[config.mk]
export PLATFORM = sky130hd
export DESIGN_NAME = gca_regbank
export DESIGN_NICKNAME = d
export VERILOG_FILES = /design/src/rtl/gca_pkg.sv /design/src/rtl/gca_conv_seq.sv /design/src/rtl/gca_evt_irq.sv /design/src/rtl/gca_regbank.sv
export SDC_FILE = /design/constraint.sdc
export NUM_CORES = 1
export LEC_CHECK = 0
export BUFFER_PORTS_ARGS = -buffer_cell sky130_fd_sc_hd__buf_2
export CORE_MARGIN = 2
export CORE_UTILIZATION = 36
export CTS_BUF_LIST = sky130_fd_sc_hd__clkbuf_4 sky130_fd_sc_hd__clkbuf_8 sky130_fd_sc_hd__clkbuf_16
export CTS_CLUSTER_DIAMETER = 30
export DETAILED_ROUTE_END_ITERATION = 10
export GPL_TIMING_DRIVEN = 1
export SYNTH_ARGS = -nofsm -noshare
export SYNTH_HDL_FRONTEND = slang
export SYNTH_SLANG_ARGS = --single-unit
[constraint.sdc]
create_clock -name clk -period 3.4 [get_ports clk]
set_input_delay 0.51 -clock clk [delete_from_list [all_inputs] [get_ports clk]]
set_output_delay 0.51 -clock clk [all_outputs]
set_load 0.01 [all_outputs]
[src/rtl/gca_pkg.sv]
// shared constants and types of the converter register bank
// assumes a 16-bit register port and an external analog converter core
package gca_pkg;

    // ****************************************
    // register addresses
    // ****************************************
    localparam int AW = 32;
    localparam int DW = 16;
    localparam logic [AW-1:0] OFS_CTRL = 32'h5000_1500;
    localparam logic [AW-1:0] OFS_CTRL2 = 32'h5000_1502;
    localparam logic [AW-1:0] OFS_CTRL3 = 32'h5000_1504;
    localparam logic [AW-1:0] OFS_SEL = 32'h5000_1506;
    localparam logic [AW-1:0] OFS_OFFP = 32'h5000_1508;
    localparam logic [AW-1:0] OFS_OFFN = 32'h5000_150A;
    localparam logic [AW-1:0] OFS_TRIM = 32'h5000_150C;
    localparam logic [AW-1:0] OFS_CLEAR = 32'h5000_150E;
    localparam logic [AW-1:0] OFS_RESULT = 32'h5000_1510;
    localparam logic [AW-1:0] OFS_EVT_STAT = 32'h5000_1512;
    localparam logic [AW-1:0] OFS_EVT_MASK = 32'h5000_1514;

    // ****************************************
    // main control fields
    // ****************************************
    localparam int B_TEMP = 12;
    localparam int B_HOLD = 10;
    localparam int B_CHOP = 9;
    localparam int B_SIGN = 8;
    localparam int B_MUTE = 7;
    localparam int B_SE = 6;
    localparam int B_MINT = 5;
    localparam int B_INT = 4;
    localparam int B_DMA = 3;
    localparam int B_CONT = 2;
    localparam int B_START = 1;
    localparam int B_EN = 0;
    localparam logic [DW-1:0] CTRL_RW_MASK = 16'h17ED;
    localparam int GAP_LSB = 8;
    localparam int GAP_W = 8;
    localparam int TEMP_CHANNEL = 4;

    // ****************************************
    // reset values
    // ****************************************
    localparam logic [DW-1:0] RST_CTRL = 16'h0000;
    localparam logic [DW-1:0] RST_CTRL2 = 16'h0210;
    localparam logic [DW-1:0] RST_CTRL3 = 16'h0000;
    localparam logic [DW-1:0] RST_SEL = 16'h0000;
    localparam logic [DW-1:0] RST_OFFP = 16'h0000;
    localparam logic [DW-1:0] RST_OFFN = 16'h0000;
    localparam logic [DW-1:0] RST_TRIM = 16'h0000;

    // ****************************************
    // event status bits
    // ****************************************
    localparam int EV_DONE = 0;
    localparam int EV_REFUSED = 1;
    localparam int EV_OVERRUN = 2;
    localparam int EV_N = 3;

    typedef enum logic [3:0] {
        RI_CTRL, RI_CTRL2, RI_CTRL3, RI_SEL, RI_OFFP, RI_OFFN, RI_TRIM,
        RI_CLEAR, RI_RESULT, RI_STAT, RI_MASK, RI_NONE
    } gca_reg_t;

    typedef enum logic [1:0] {S_IDLE, S_BUSY, S_GAP} gca_seq_t;

    typedef struct packed {
        logic temp_on_ch4;
        logic ref_hold;
        logic mute;
        logic single_ended;
        logic conv_en;
        logic dma_en;
    } gca_ana_t;

    typedef struct packed {
        logic [DW-1:0] ctrl2;
        logic [DW-1:0] ctrl3;
        logic [DW-1:0] sel;
        logic [DW-1:0] offp;
        logic [DW-1:0] offn;
        logic [DW-1:0] trim;
    } gca_cfg_t;

endpackage

[src/rtl/gca_conv_seq.sv]
// conversion sequencer: single, chopped and continuous conversions
// assumes the core answers a held sample_req with a one-cycle sample_valid
`timescale 1ns/1ps
module gca_conv_seq import gca_pkg::*; #(
    parameter int RES_W = 16,
    parameter int GW = 8
) (
    input wire logic clk,
    input wire logic rst_n,
    input wire logic go,
    input wire logic chop,
    input wire logic sign,
    input wire logic cont,
    input wire logic [GW-1:0] gap,
    input wire logic sample_valid,
    input wire logic [RES_W-1:0] sample_data,
    output logic sample_req_ff,
    output logic sample_sign_ff,
    output logic res_valid_ff,
    output logic [RES_W-1:0] res_ff,
    output logic fin_ff
);
    gca_seq_t st_ff;
    logic second_ff;
    logic [RES_W-1:0] first_ff;
    logic [GW-1:0] gap_ff;
    logic last;
    logic [RES_W:0] nxt_sum;

    // chopped conversions end after the second sample only
    assign last = sample_valid && (!chop || second_ff);
    assign nxt_sum = {1'b0, first_ff} + {1'b0, sample_data};

    // ****************************************
    // sequence control
    // ****************************************
    always_ff @(posedge clk or negedge rst_n) begin
        if (!rst_n) begin
            st_ff <= S_IDLE;
            sample_req_ff <= 1'b0;
            sample_sign_ff <= 1'b0;
            second_ff <= 1'b0;
            gap_ff <= '0;
            fin_ff <= 1'b0;
        end else begin
            fin_ff <= 1'b0;
            unique case (st_ff)
                S_IDLE: begin
                    if (go) begin
                        st_ff <= S_BUSY;
                        sample_req_ff <= 1'b1;
                        sample_sign_ff <= sign;
                        second_ff <= 1'b0;
                    end
                end
                S_BUSY: begin
                    if (sample_valid && chop && !second_ff) begin
                        second_ff <= 1'b1;
                        sample_sign_ff <= ~sample_sign_ff;
                    end else if (last && cont && gap == '0) begin
                        second_ff <= 1'b0;
                        sample_sign_ff <= sign;
                    end else if (last && cont) begin
                        st_ff <= S_GAP;
                        sample_req_ff <= 1'b0;
                        gap_ff <= gap;
                    end else if (last) begin
                        st_ff <= S_IDLE;
                        sample_req_ff <= 1'b0;
                        fin_ff <= 1'b1;
                    end
                end
                S_GAP: begin
                    if (!cont) begin
                        st_ff <= S_IDLE;
                        fin_ff <= 1'b1;
                    end else if (gap_ff == GW'(1)) begin
                        st_ff <= S_BUSY;
                        sample_req_ff <= 1'b1;
                        sample_sign_ff <= sign;
                        second_ff <= 1'b0;
                    end else begin
                        gap_ff <= gap_ff - GW'(1);
                    end
                end
            endcase
        end
    end

    // ****************************************
    // result capture, chopped pair averaged
    // ****************************************
    always_ff @(posedge clk or negedge rst_n) begin
        if (!rst_n) begin
            first_ff <= '0;
            res_ff <= '0;
            res_valid_ff <= 1'b0;
        end else begin
            res_valid_ff <= st_ff == S_BUSY && last;
            if (st_ff == S_BUSY && sample_valid && chop && !second_ff) begin
                first_ff <= sample_data;
            end
            if (st_ff == S_BUSY && last) begin
                res_ff <= chop ? nxt_sum[RES_W:1] : sample_data;
            end
        end
    end
endmodule

[src/rtl/gca_evt_irq.sv]
// sticky event status with read-clear, mask and one level interrupt
// assumes events are one-cycle pulses in the clk domain
`timescale 1ns/1ps
module gca_evt_irq #(
    parameter int N = 3
) (
    input wire logic clk,
    input wire logic rst_n,
    input wire logic [N-1:0] ev,
    input wire logic rd_clr,
    input wire logic [N-1:0] mask,
    output logic [N-1:0] stat_ff,
    output logic irq_ff
);
    logic [N-1:0] nxt_stat;

    // an event in the clearing read's cycle survives the clear
    always_comb begin
        nxt_stat = (rd_clr ? '0 : stat_ff) | ev;
    end

    always_ff @(posedge clk or negedge rst_n) begin
        if (!rst_n) begin
            stat_ff <= '0;
            irq_ff <= 1'b0;
        end else begin
            stat_ff <= nxt_stat;
            irq_ff <= |(nxt_stat & mask);
        end
    end
endmodule

[src/rtl/gca_regbank.sv]
// register bank and control of the general converter
// assumes one-cycle wr/rd strobes, read data valid in the following cycle
//
// The plain strobed port is this design's own decision.
`timescale 1ns/1ps

// What this block does
// temperature enable bit 12 powers the die sensor, seen on channel 4
// bit 10 picks tracking or held bandgap reference for the regulator
// chopper bit 9 takes two opposite-sign samples per conversion
// sign bit 8 inverts input and output polarity
// mute bit 7 mutes the input for a mid-scale sample
// bit 6 selects differential (0) or single-ended (1) input
// mask bit 5 passes or blocks the done flag toward interrupts
// done flag bit 4 set on completion, read-only to software
// any write to the clear register clears the done flag
// bit 3 enables DMA requests for results
// with continuous bit 2 clear, one result per start
// result and channel selection registers are decoded
// positive offset, negative offset and trim registers are decoded
// continuous mode keeps converting, spaced by the gap field
// start begins a conversion, cleared on completion; no rewrite while set
// interrupt line high while done flag and mask are both set
// reserved bit 11 and bits 15:13 of control read zero
module gca_regbank import gca_pkg::*; #(
    parameter int RES_W = 16
) (
    input wire logic clk,
    input wire logic rst_n,
    input wire logic [AW-1:0] addr,
    input wire logic [DW-1:0] wdata,
    input wire logic wr,
    input wire logic rd,
    output logic [DW-1:0] rdata_ff,
    input wire logic sample_valid,
    input wire logic [RES_W-1:0] sample_data,
    output logic sample_req,
    output logic sample_sign,
    output gca_ana_t ana_ff,
    output gca_cfg_t cfg_ff,
    output logic done_irq_ff,
    output logic evt_irq_ff,
    output logic dma_req_ff
);

    // ****************************************
    // address decode
    // ****************************************
    function automatic gca_reg_t reg_of(input logic [AW-1:0] a);
        unique case (a)
            OFS_CTRL: reg_of = RI_CTRL;
            OFS_CTRL2: reg_of = RI_CTRL2;
            OFS_CTRL3: reg_of = RI_CTRL3;
            OFS_SEL: reg_of = RI_SEL;
            OFS_OFFP: reg_of = RI_OFFP;
            OFS_OFFN: reg_of = RI_OFFN;
            OFS_TRIM: reg_of = RI_TRIM;
            OFS_CLEAR: reg_of = RI_CLEAR;
            OFS_RESULT: reg_of = RI_RESULT;
            OFS_EVT_STAT: reg_of = RI_STAT;
            OFS_EVT_MASK: reg_of = RI_MASK;
            default: reg_of = RI_NONE;
        endcase
    endfunction

    gca_reg_t wr_reg;
    gca_reg_t rd_reg;
    logic [DW-1:0] ctrl_ff;
    logic [DW-1:0] nxt_ctrl;
    logic start_ff;
    logic flag_ff;
    logic nxt_flag;
    logic [EV_N-1:0] mask_ff;
    logic [EV_N-1:0] stat;
    logic [EV_N-1:0] ev;
    logic start_wr;
    logic go;
    logic refused;
    logic clr_wr;
    logic res_valid;
    logic fin;
    logic [RES_W-1:0] result;
    logic [DW-1:0] ctrl_view;
    logic [DW-1:0] rmux;

    assign wr_reg = wr ? reg_of(addr) : RI_NONE;
    assign rd_reg = rd ? reg_of(addr) : RI_NONE;
    assign start_wr = wr_reg == RI_CTRL && wdata[B_START];
    // a start written while one runs is refused and reported
    assign go = start_wr && !start_ff;
    assign refused = start_wr && start_ff;
    assign clr_wr = wr_reg == RI_CLEAR;

    // ****************************************
    // main control register
    // ****************************************
    always_comb begin
        nxt_ctrl = ctrl_ff;
        if (wr_reg == RI_CTRL) begin
            nxt_ctrl = wdata & CTRL_RW_MASK;
        end
    end

    always_ff @(posedge clk or negedge rst_n) begin
        if (!rst_n) begin
            ctrl_ff <= RST_CTRL;
        end else begin
            ctrl_ff <= nxt_ctrl;
        end
    end

    // start stays set for the whole of a continuous run
    always_ff @(posedge clk or negedge rst_n) begin
        if (!rst_n) begin
            start_ff <= 1'b0;
        end else if (go) begin
            start_ff <= 1'b1;
        end else if (fin) begin
            start_ff <= 1'b0;
        end
    end

    // ****************************************
    // done flag and its interrupt line
    // ****************************************
    // set wins over a clear arriving in the same cycle
    assign nxt_flag = res_valid || (flag_ff && !clr_wr);

    always_ff @(posedge clk or negedge rst_n) begin
        if (!rst_n) begin
            flag_ff <= 1'b0;
            done_irq_ff <= 1'b0;
        end else begin
            flag_ff <= nxt_flag;
            done_irq_ff <= nxt_flag && nxt_ctrl[B_MINT];
        end
    end

    // ****************************************
    // configuration registers
    // ****************************************
    always_ff @(posedge clk or negedge rst_n) begin
        if (!rst_n) begin
            cfg_ff.ctrl2 <= RST_CTRL2;
            cfg_ff.ctrl3 <= RST_CTRL3;
            cfg_ff.sel <= RST_SEL;
            cfg_ff.offp <= RST_OFFP;
            cfg_ff.offn <= RST_OFFN;
            cfg_ff.trim <= RST_TRIM;
        end else begin
            unique case (wr_reg)
                RI_CTRL2: cfg_ff.ctrl2 <= wdata;
                RI_CTRL3: cfg_ff.ctrl3 <= wdata;
                RI_SEL: cfg_ff.sel <= wdata;
                RI_OFFP: cfg_ff.offp <= wdata;
                RI_OFFN: cfg_ff.offn <= wdata;
                RI_TRIM: cfg_ff.trim <= wdata;
                default: ;
            endcase
        end
    end

    always_ff @(posedge clk or negedge rst_n) begin
        if (!rst_n) begin
            mask_ff <= '0;
        end else if (wr_reg == RI_MASK) begin
            mask_ff <= wdata[EV_N-1:0];
        end
    end

    // ****************************************
    // analog option outputs
    // ****************************************
    // sign polarity goes out through the sequencer so chopping can flip it
    always_ff @(posedge clk or negedge rst_n) begin
        if (!rst_n) begin
            ana_ff <= '0;
        end else begin
            ana_ff.temp_on_ch4 <= ctrl_ff[B_TEMP];
            ana_ff.ref_hold <= ctrl_ff[B_HOLD];
            ana_ff.mute <= ctrl_ff[B_MUTE];
            ana_ff.single_ended <= ctrl_ff[B_SE];
            ana_ff.conv_en <= ctrl_ff[B_EN];
            ana_ff.dma_en <= ctrl_ff[B_DMA];
        end
    end

    // ****************************************
    // sequencer and events
    // ****************************************
    gca_conv_seq #(
        .RES_W(RES_W),
        .GW(GAP_W)
    ) u_seq (
        .clk(clk),
        .rst_n(rst_n),
        .go(go),
        .chop(ctrl_ff[B_CHOP]),
        // a sign written together with start must already steer that first sample
        .sign(nxt_ctrl[B_SIGN]),
        .cont(ctrl_ff[B_CONT]),
        .gap(cfg_ff.ctrl3[GAP_LSB +: GAP_W]),
        .sample_valid(sample_valid),
        .sample_data(sample_data),
        .sample_req_ff(sample_req),
        .sample_sign_ff(sample_sign),
        .res_valid_ff(res_valid),
        .res_ff(result),
        .fin_ff(fin)
    );

    always_ff @(posedge clk or negedge rst_n) begin
        if (!rst_n) begin
            dma_req_ff <= 1'b0;
        end else begin
            dma_req_ff <= res_valid && ctrl_ff[B_DMA];
        end
    end

    always_comb begin
        ev = '0;
        ev[EV_DONE] = res_valid;
        ev[EV_REFUSED] = refused;
        ev[EV_OVERRUN] = res_valid && flag_ff && !clr_wr;
    end

    gca_evt_irq #(
        .N(EV_N)
    ) u_evt (
        .clk(clk),
        .rst_n(rst_n),
        .ev(ev),
        .rd_clr(rd_reg == RI_STAT),
        .mask(mask_ff),
        .stat_ff(stat),
        .irq_ff(evt_irq_ff)
    );

    // ****************************************
    // read path
    // ****************************************
    always_comb begin
        ctrl_view = ctrl_ff & CTRL_RW_MASK;
        ctrl_view[B_START] = start_ff;
        ctrl_view[B_INT] = flag_ff;
        rmux = '0;
        unique case (rd_reg)
            RI_CTRL: rmux = ctrl_view;
            RI_CTRL2: rmux = cfg_ff.ctrl2;
            RI_CTRL3: rmux = cfg_ff.ctrl3;
            RI_SEL: rmux = cfg_ff.sel;
            RI_OFFP: rmux = cfg_ff.offp;
            RI_OFFN: rmux = cfg_ff.offn;
            RI_TRIM: rmux = cfg_ff.trim;
            RI_RESULT: rmux = DW'(result);
            RI_STAT: rmux = DW'(stat);
            RI_MASK: rmux = DW'(mask_ff);
            default: rmux = '0;
        endcase
    end

    // data stands only in the cycle after the read strobe
    always_ff @(posedge clk or negedge rst_n) begin
        if (!rst_n) begin
            rdata_ff <= '0;
        end else begin
            rdata_ff <= rmux;
        end
    end
endmodule

==> results, run 1 <==
- The floorplan step set the die height to roughly 160 um.
- The die outline width is 161 um.
- The kind of capture point of the worst setup path is a flop.
- The sum of buffers and inverters on the critical path is 2.
- The primary flip-flop cell chosen by synthesis mapping is sky130_fd_sc_hd__dfrtp_1.
- The critical path starts at u_seq.st_ff[1].
- Synthesis handed over a netlist of 731 instances.
- The worst hold margin is 176 ps.
- The combined global-route utilization of all metal layers is 20.5%.
- After synthesis, the share of flip-flops with an asynchronous set or reset is 100%.
- STA puts the critical path data arrival time at between 3000 and 4000 ps.
- After clock tree synthesis, the clock-pin slew on the worst setup and hold paths is 70 ps.
- After synthesis the netlist holds a flip-flop and latch count of 186.
- The area growth from synthesis to layout is 23.3%.
- TritonCTS built the clock tree.
- The total power per unit cell area is 481 mW/mm^2.
- The hold buffer count at CTS is 0.
- Entering global routing, the biggest net connects 99 pins.
- The tree is rooted in a sky130_fd_sc_hd__clkbuf_16.
- The die covers 0.0259 mm^2.
- The slew at the pin closest to its max-slew limit is 790 ps.
- The total count of max-transition violations in the final report is 0.
- The total iterations of the first detailed-routing run is 6.
- The number of flops mapped to enable cells by yosys is 0.
- The analysis attributes to cell leakage a power of around 0.0056 uW.
- The data required time at the worst endpoint is 3760 ps.
- The final routed DRC violation total is 0.
- Walking the worst path, the cells encountered are inv_1, ha_1, nand2_1, or2_2, clkinv_1, a32o_1, and2_1, nand3_1, o21ai_0, a21oi_1.
- The top cell types in the final layout, fill and taps aside, are sky130_fd_sc_hd__buf_2, sky130_fd_sc_hd__dfrtp_1, sky130_fd_sc_hd__mux2_2.
- The count of nets after finishing is a little over 1000.
- The part of the Yosys area used for sequential elements is between 50 and 60%.
- The worst path in the final design needs a cycle of 2820 ps, including I/O delays and setup.
- Pin placement for this block handled ~190 I/O pins.
- The startpoint identified for the worst register-to-register timing path is u_seq.st_ff[1].
- The run finished with clean final reports.
- The detailed-route via count is 6985.
- The final setup slack of the worst path is 580 ps.
- Max-cap violations in this run came to 0.
- The wire-length estimate of the detail-placed layout is roughly 20000 um.
- IR analysis of the VDD net gives a maximum drop of about 290 uV.
- Setup repair after global routing left no endpoint under its margin.
- At the placement stage, the worst setup path has a slack of 513 ps.
- The number of endpoints failing setup at the final stage is 0.
- Buffers added to address setup during post-CTS repair amount to 0.
- When the netlist entered floorplanning its net count stood at slightly above 800.
- The critical path runs through a total of 10 cells.
- The synthesized netlist occupies a cell area of 0.00888 mm^2.
- The largest buffer count on any clock path is 2.
- Leaving out fill and tap cells, the most frequent cell in the layout is sky130_fd_sc_hd__buf_2.
- The first global-routing pass estimated 40400 um of wire.
- For this block, the initial DRC count from the detailed router was between 600 and 700.
- After detailed routing, the average wire length per cell comes to ~21 um.
- CTS built an H-tree with a depth of 4.
- Using the TritonRoute via totals, the vias-per-cell ratio works out to 5.48.
- The via count of the first global-routing pass is around 6800.
- At the later pin of the worst-skew pair, clock insertion delay measures 430 ps.
- The area of the core region is roughly 0.024 mm^2.
- The congestion estimate from routability-driven global placement came to 0.918.
- On the final layout, the worst clock skew is 11.5 ps.
- The biggest cell delay along the critical path is 460 ps.
- The largest individual stage delay along the critical path comes from the cell sky130_fd_sc_hd__or2_2.
- The clock buffer count from CTS is 17.
- Fill cells in the final layout number 2300.
- The depth of the most critical reg-to-reg path is 10.
- Once the floorplan was initialized, standard cells occupied 36.6% of the core.
- In this run, distinct cell masters in the synthesized netlist total 68.
- Based on the critical path, the design can be clocked at up to roughly 350 MHz.
- Once detail routing completed, the nets flagged for antenna violations numbered 0.
- The share of cells above drive strength 1 is 44.0%.
- On the critical path the largest part of the delay comes from simple AND/OR/NAND/NOR gates.
- The final hold violation count is 0.
- Measured against its own limit, the worst slew margin works out to between 40% and 50%.
- The worst setup path is launched from a flop.
- For this block, the routed nets add up to 26900 um of wire.
- The clock drives approximately 190 sinks.
- The post-route clock period utilization is between 80% and 90%.
- The number of warnings reported in the yosys synthesis log is 0.
- The initial antenna violation count is 3.
- The type of the worst min-delay path is primary input to async pin.
- The peak fanout along the critical path is 30.
- By startpoint and endpoint, the worst setup path is classified as flop to flop.
- The floorplan row count is 57.
- Averaged over all synthesized cells, the footprint is 12.2 um^2.
- Global routing finished with a remaining overflow of 0.
- Adding up every negative setup slack in the final design gives 0 ps.
- The number of instances resized during post-cts repair is 0.
- During placement, the flow inserted port buffers numbering ~190.
## layout make-up
| class | instances | area [um^2] | share of cell area [%] |
|---|---|---|---|
| inverters | 18 | 67.6 | 0.617 |
| repair buffers | 216 | 1180 | 10.8 |
| flip-flops and latches | 186 | 4660 | 42.5 |
| diodes | 2 | 5.00 | 0.0457 |
| well taps | 324 | 405 | 3.70 |
| multi-input cells | 497 | 4060 | 37.1 |
| clock buffers | 20 | 460 | 4.21 |
| clock inverters | 12 | 114 | 1.04 |
## per-layer routing
| metal | up-vias | part of all wire [%] | global-route usage [%] | routed length (um) |
|---|---|---|---|---|
| met3 | 26 | 7.5 | 5.52 | 2000 |
| met1 | 3534 | 45 | 28.9 | 12100 |
| met2 | 281 | 46 | 31.5 | 12400 |
| met5 | - | 0.045 | 0 | 12 |
| met4 | 2 | 1.4 | 5.28 | 372 |
| li1 | 3142 | - | - | - |
## where the power goes
group,internal [uW],total [uW],switching (uW)
Combinational,304,765,461
Sequential,2380,2530,158
Clock,1070,1960,896
## final timing paths
| path | to | slack, ps |
|---|---|---|
| max reg2reg | u_seq.gap_ff[2] | 580 |
| max in group asynchronous | u_seq.first_ff[4] | 2300 |
| min reg2reg | ana_ff[3] | 410 |
| max | u_seq.gap_ff[2] | 580 |
| min | cfg_ff[51] | 180 |
| min in group clk | u_seq.first_ff[3] | 350 |
## cell families (layout without fill, tap and decap cells)
| logic type | count (synthesis) | count (layout) | synth area share (%) |
|---|---|---|---|
| AND/OR/NAND/NOR | 177 | 177 | 11.1 |
| other | 0 | 2 | 0 |
| XOR/XNOR | 10 | 10 | 0.986 |
| multiplexers | 158 | 158 | 19.9 |
| flip-flops | 186 | 186 | 52.4 |
| buffers and inverters | 48 | 266 | 2.18 |
| AO/OA/AOI/OAI | 131 | 131 | 10.4 |
| adder cells (fa/ha/maj) | 21 | 21 | 3.04 |
## sequential cells by signal, indices dropped and copies added (netlist names)
name	flops
u_seq.sample_req_ff	1
u_evt.irq_ff	1
u_seq.first_ff	16
u_seq.fin_ff	1
u_seq.res_valid_ff	1
dma_req_ff	1
u_evt.stat_ff	3
mask_ff	3
u_seq.res_ff	16
cfg_ff	96
u_seq.gap_ff	8
start_ff	1
done_irq_ff	1
ctrl_ff	10
flag_ff	1
u_seq.sample_sign_ff	1
u_seq.second_ff	1
ana_ff	6
u_seq.st_ff	2
rdata_ff	16
## Yosys cell counts, types with 4 or more instances
library cell | count | area (um^2)
sky130_fd_sc_hd__o21ai_0 | 34 | 170
sky130_fd_sc_hd__clkbuf_1 | 20 | 75.1
sky130_fd_sc_hd__a222oi_1 | 27 | 270
sky130_fd_sc_hd__mux2_2 | 136 | 1530
sky130_fd_sc_hd__xnor2_1 | 10 | 87.6
sky130_fd_sc_hd__or2_2 | 4 | 25.0
sky130_fd_sc_hd__inv_1 | 17 | 63.8
sky130_fd_sc_hd__or3_1 | 4 | 25.0
sky130_fd_sc_hd__nand2b_1 | 8 | 50.1
sky130_fd_sc_hd__nor2_1 | 27 | 101
sky130_fd_sc_hd__nor4_1 | 8 | 50.1
sky130_fd_sc_hd__nand2_1 | 49 | 184
sky130_fd_sc_hd__a31oi_1 | 6 | 37.5
sky130_fd_sc_hd__a21oi_1 | 21 | 105
sky130_fd_sc_hd__a22oi_1 | 5 | 37.5
sky130_fd_sc_hd__o22ai_1 | 8 | 50.1
sky130_fd_sc_hd__nor2b_1 | 4 | 25.0
sky130_fd_sc_hd__ha_1 | 20 | 250
sky130_fd_sc_hd__nor3_1 | 11 | 55.1
sky130_fd_sc_hd__dfrtp_1 | 184 | 4600
sky130_fd_sc_hd__and3_1 | 5 | 31.3
sky130_fd_sc_hd__nand3_1 | 24 | 120
sky130_fd_sc_hd__buf_2 | 8 | 40.0
sky130_fd_sc_hd__mux2i_1 | 21 | 210
sky130_fd_sc_hd__nor3b_1 | 7 | 52.6
## stage by stage
stage                     util (%)  total power, uW  instances  instance area, um^2
after floorplan                  -             3030        731                 8880
after global placement        42.8             3310       1241                10400
after detailed placement      42.8             3330       1241                10400
after CTS                     45.1             5300       1273                10900
after global routing          45.2             5530       1275                10900
final                         45.2             5260       1275                10900
Note: power is estimated with default switching activity, not from simulation.
==> inputs of run 2 (changes only) <==
- clock period: 3.4 -> 2.9 ns (I/O delays scaled with it)
==> run 2 against run 1 <==
  * Count of clock-buffer cells in the layout is 2 lower
  * Non-clock buffer count rose by 18
  * Via count increased by 0.56%
  * Clock skew fell by 2.3 ps
  * Combinational power rose by 20%
  * Register-to-register slack worse by 290 ps
  * Largest cell class unchanged
==> results, run 2 (synthesized netlist as in run 1, its figures left out) <==
- The die covers 0.0259 mm^2.
- For hold timing, the worst endpoint is u_seq.first_ff[2].
- The via count of the first global-routing pass came to 7056.
- TritonCTS built the clock tree.
- The flow ran to the end, and the final reports show no timing, DRC or antenna violations.
- Final hold analysis gives a worst-case slack of about 270 ps.
- The pre-antenna-repair detailed-routing pass consisted of 5 iterations.
- The top cell types in the final layout, fill and taps aside, are sky130_fd_sc_hd__buf_2, sky130_fd_sc_hd__dfrtp_1, sky130_fd_sc_hd__mux2_2.
- In this run the tool buffered the top-level ports with 191 buffer cells.
- Clock latency on the worst-skew pair, taken at its later pin, is between 400 and 500 ps.
- Across the whole layout, storage elements account for between 0.004 and 0.005 mm^2.
- The multi-input logic area is 0.00406 mm^2.
- In this run the clock root is driven by a sky130_fd_sc_hd__clkbuf_16.
- The final setup skew is 9.21 ps.
- In this run the critical register-to-register path is captured at u_seq.res_ff[15].
- The total power per unit cell area is 558 mW/mm^2.
- The area growth from synthesis to layout is 24.6%.
- After filler insertion, the fill cell instance count of the layout stands at 2316.
- The area of the core region is 0.0242 mm^2.
- The top-level port count is 192.
- The antenna diode count is 0.
- The category of the most critical setup path is flop to flop.
- After global routing the overflow that remains totals 0.
- The final-layout setup total negative slack is 0 ps.
- Setup violations remaining at the end of the flow were counted as 0.
- In this run, the number of DRC markers left after iteration 0 of detailed routing was 537.
- The leading cell type in the layout, fill and taps excluded is sky130_fd_sc_hd__buf_2.
- The min-delay analysis places its worst path in the category primary input to flop.
- At the pin with the least slew margin, the transition time is 546 ps.
- The flip-flop count of the largest register after layout is 96.
- The number of vias per cell is 5.44.
- The data arrival time of the worst path is between 2000 and 3000 ps.
- The antenna violation net count after detailed routing is 0.
- The clock buffer count from CTS is 17.
- The clock passes through at most 2 buffers.
- The total count of max-transition violations in the final report came to 0.
- The analysis attributes to cell leakage a power of 0.00568 uW.
- Global routing consumed, over all layers together, 21.0% of the routing resources.
- The count of nets after finishing is 1044.
- The count of buffers added by post-CTS timing repair for setup is 0.
- The die is 161 um tall.
- Summed over all nets, the half-perimeter wirelength after detailed placement is 20300 um.
- The first global-routing pass estimated 41600 um of wire.
- In the final routed layout, each cell accounts on average for 20.9 um.
- For this block, the via count after detailed routing is approximately 7000.
- The worst setup path is launched from a flop.
- The achievable frequency is 384 MHz.
- The worst-case IR drop observed on VDD is 371 uV.
- The initial antenna violation count is 1.
- Setup slack on the worst reg-to-reg path comes out at 290 ps.
- The clock period minus worst slack is 2610 ps.
- Across the run, the number of max-cap violations was 0.
- Entering global routing, the biggest net connects between 60 and 70 pins.
- The hold-critical path depth is 2.
- Of the cells placed in the final design, the portion with a size suffix greater than 1 is between 40% and 50%.
- Along the worst path, the maximum fanout reaches 3.
- CTS built an H-tree with a depth of 4.
- The clock-pin slew of the registers on the worst-case setup and hold paths is 70 ps.
- The source of the worst hold timing path is sample_data[2].
- The final RePlAce weighted congestion is 0.910.
- In the routed design, unresolved DRC markers number 0.
- The initial cell density of the core is between 30% and 40%.
- The floorplan row count is 57.
- Data on the critical path is required at its endpoint by approximately 3300 ps.
- The die is 161 um wide.
- In this run the tightest slew margin relative to its limit is a little under two thirds.
- The worst path uses around 90% of the clock period.
- The kind of capture point of the worst setup path is a flop.
- The depth of the most critical reg-to-reg path is 9.
- For this design, the sink count on the clock tree is 186.
- Setup repair after global routing left no endpoint under its margin.
- For this block, the routed nets add up to 26900 um of wire.
- cfg_ff holds more flip-flops than any other register.
- The final hold violation count is 0.
- The launch point of the worst reg-to-reg path is u_seq.first_ff[0].
[run 2: cell count changes in the layout (fill, tap and decap cells not counted), sizes merged]
cell and change:
buf +17, inv +3, clkbuf -2, diode -2
clkinvlp -1, dlygate4sd3 +1
[run 2: area by class of cell]
type / count / share of cell area [%]
Sequential cell: 186 / 42.1
Multi-Input combinational cell: 497 / 36.7
Timing Repair Buffer: 234 / 11.8
Clock buffer: 18 / 3.97
Tap cell: 324 / 3.66
Clock inverter: 14 / 1.20
Inverter: 18 / 0.611
[run 2: how the worst max path moves through the flow]
stage | from | endpoint | slack (ps)
after floorplan | addr[18] | cfg_ff[85] | 540
after global placement | sample_data[1] | u_seq.res_ff[13] | 190
after detailed placement | sample_data[1] | u_seq.res_ff[15] | 100
after CTS | u_seq.first_ff[0] | u_seq.res_ff[15] | 290
after global routing | u_seq.first_ff[0] | u_seq.res_ff[15] | 30
final | u_seq.first_ff[0] | u_seq.res_ff[15] | 290
[run 2: stage by stage]
stage | area, um^2 | total power [uW] | utilization [%] | setup slack [ps] | instances
after floorplan | 8880 | 3550 | - | 536 | 731
after global placement | 10500 | 3890 | 43.2 | 194 | 1258
after detailed placement | 10500 | 3910 | 43.2 | 100 | 1258
after CTS | 11100 | 6220 | 45.6 | 287 | 1291
after global routing | 11100 | 6480 | 45.6 | 34.1 | 1291
final | 11100 | 6170 | 45.6 | 294 | 1291
[run 2: timing repair]
action	4_1_cts	5_1_grt
hold buffers	1	0
gates resized for setup	0	0
hold endpoints to repair	6	0
[run 2: metal layers]
metal  share of wire [%]  track usage (%)  vias to the layer above
li1                    -                -                     3199
met1                  46             29.8                     3521
met2                  46             33.4                      277
met3                 6.5             4.24                       25
met4                 1.2             4.75                        2
met5               0.026                0                        -
[run 2: power by group]
part           switching [uW]  leakage, uW  internal (uW)
registers                 171      0.00252           2780
clock network            1080     0.000280           1230
logic                     548      0.00288            368
[run 2: worst max-delay path: stages, from the launching register on]
cell and delay, ps:
sky130_fd_sc_hd__dfrtp_1 370, sky130_fd_sc_hd__nand2_1 80, sky130_fd_sc_hd__fa_1 430, sky130_fd_sc_hd__nand2b_1 180, sky130_fd_sc_hd__a211oi_1 320, sky130_fd_sc_hd__o21ai_0 230
sky130_fd_sc_hd__a211oi_1 420, sky130_fd_sc_hd__o211ai_1 150, sky130_fd_sc_hd__a31oi_1 200, sky130_fd_sc_hd__mux2_2 170
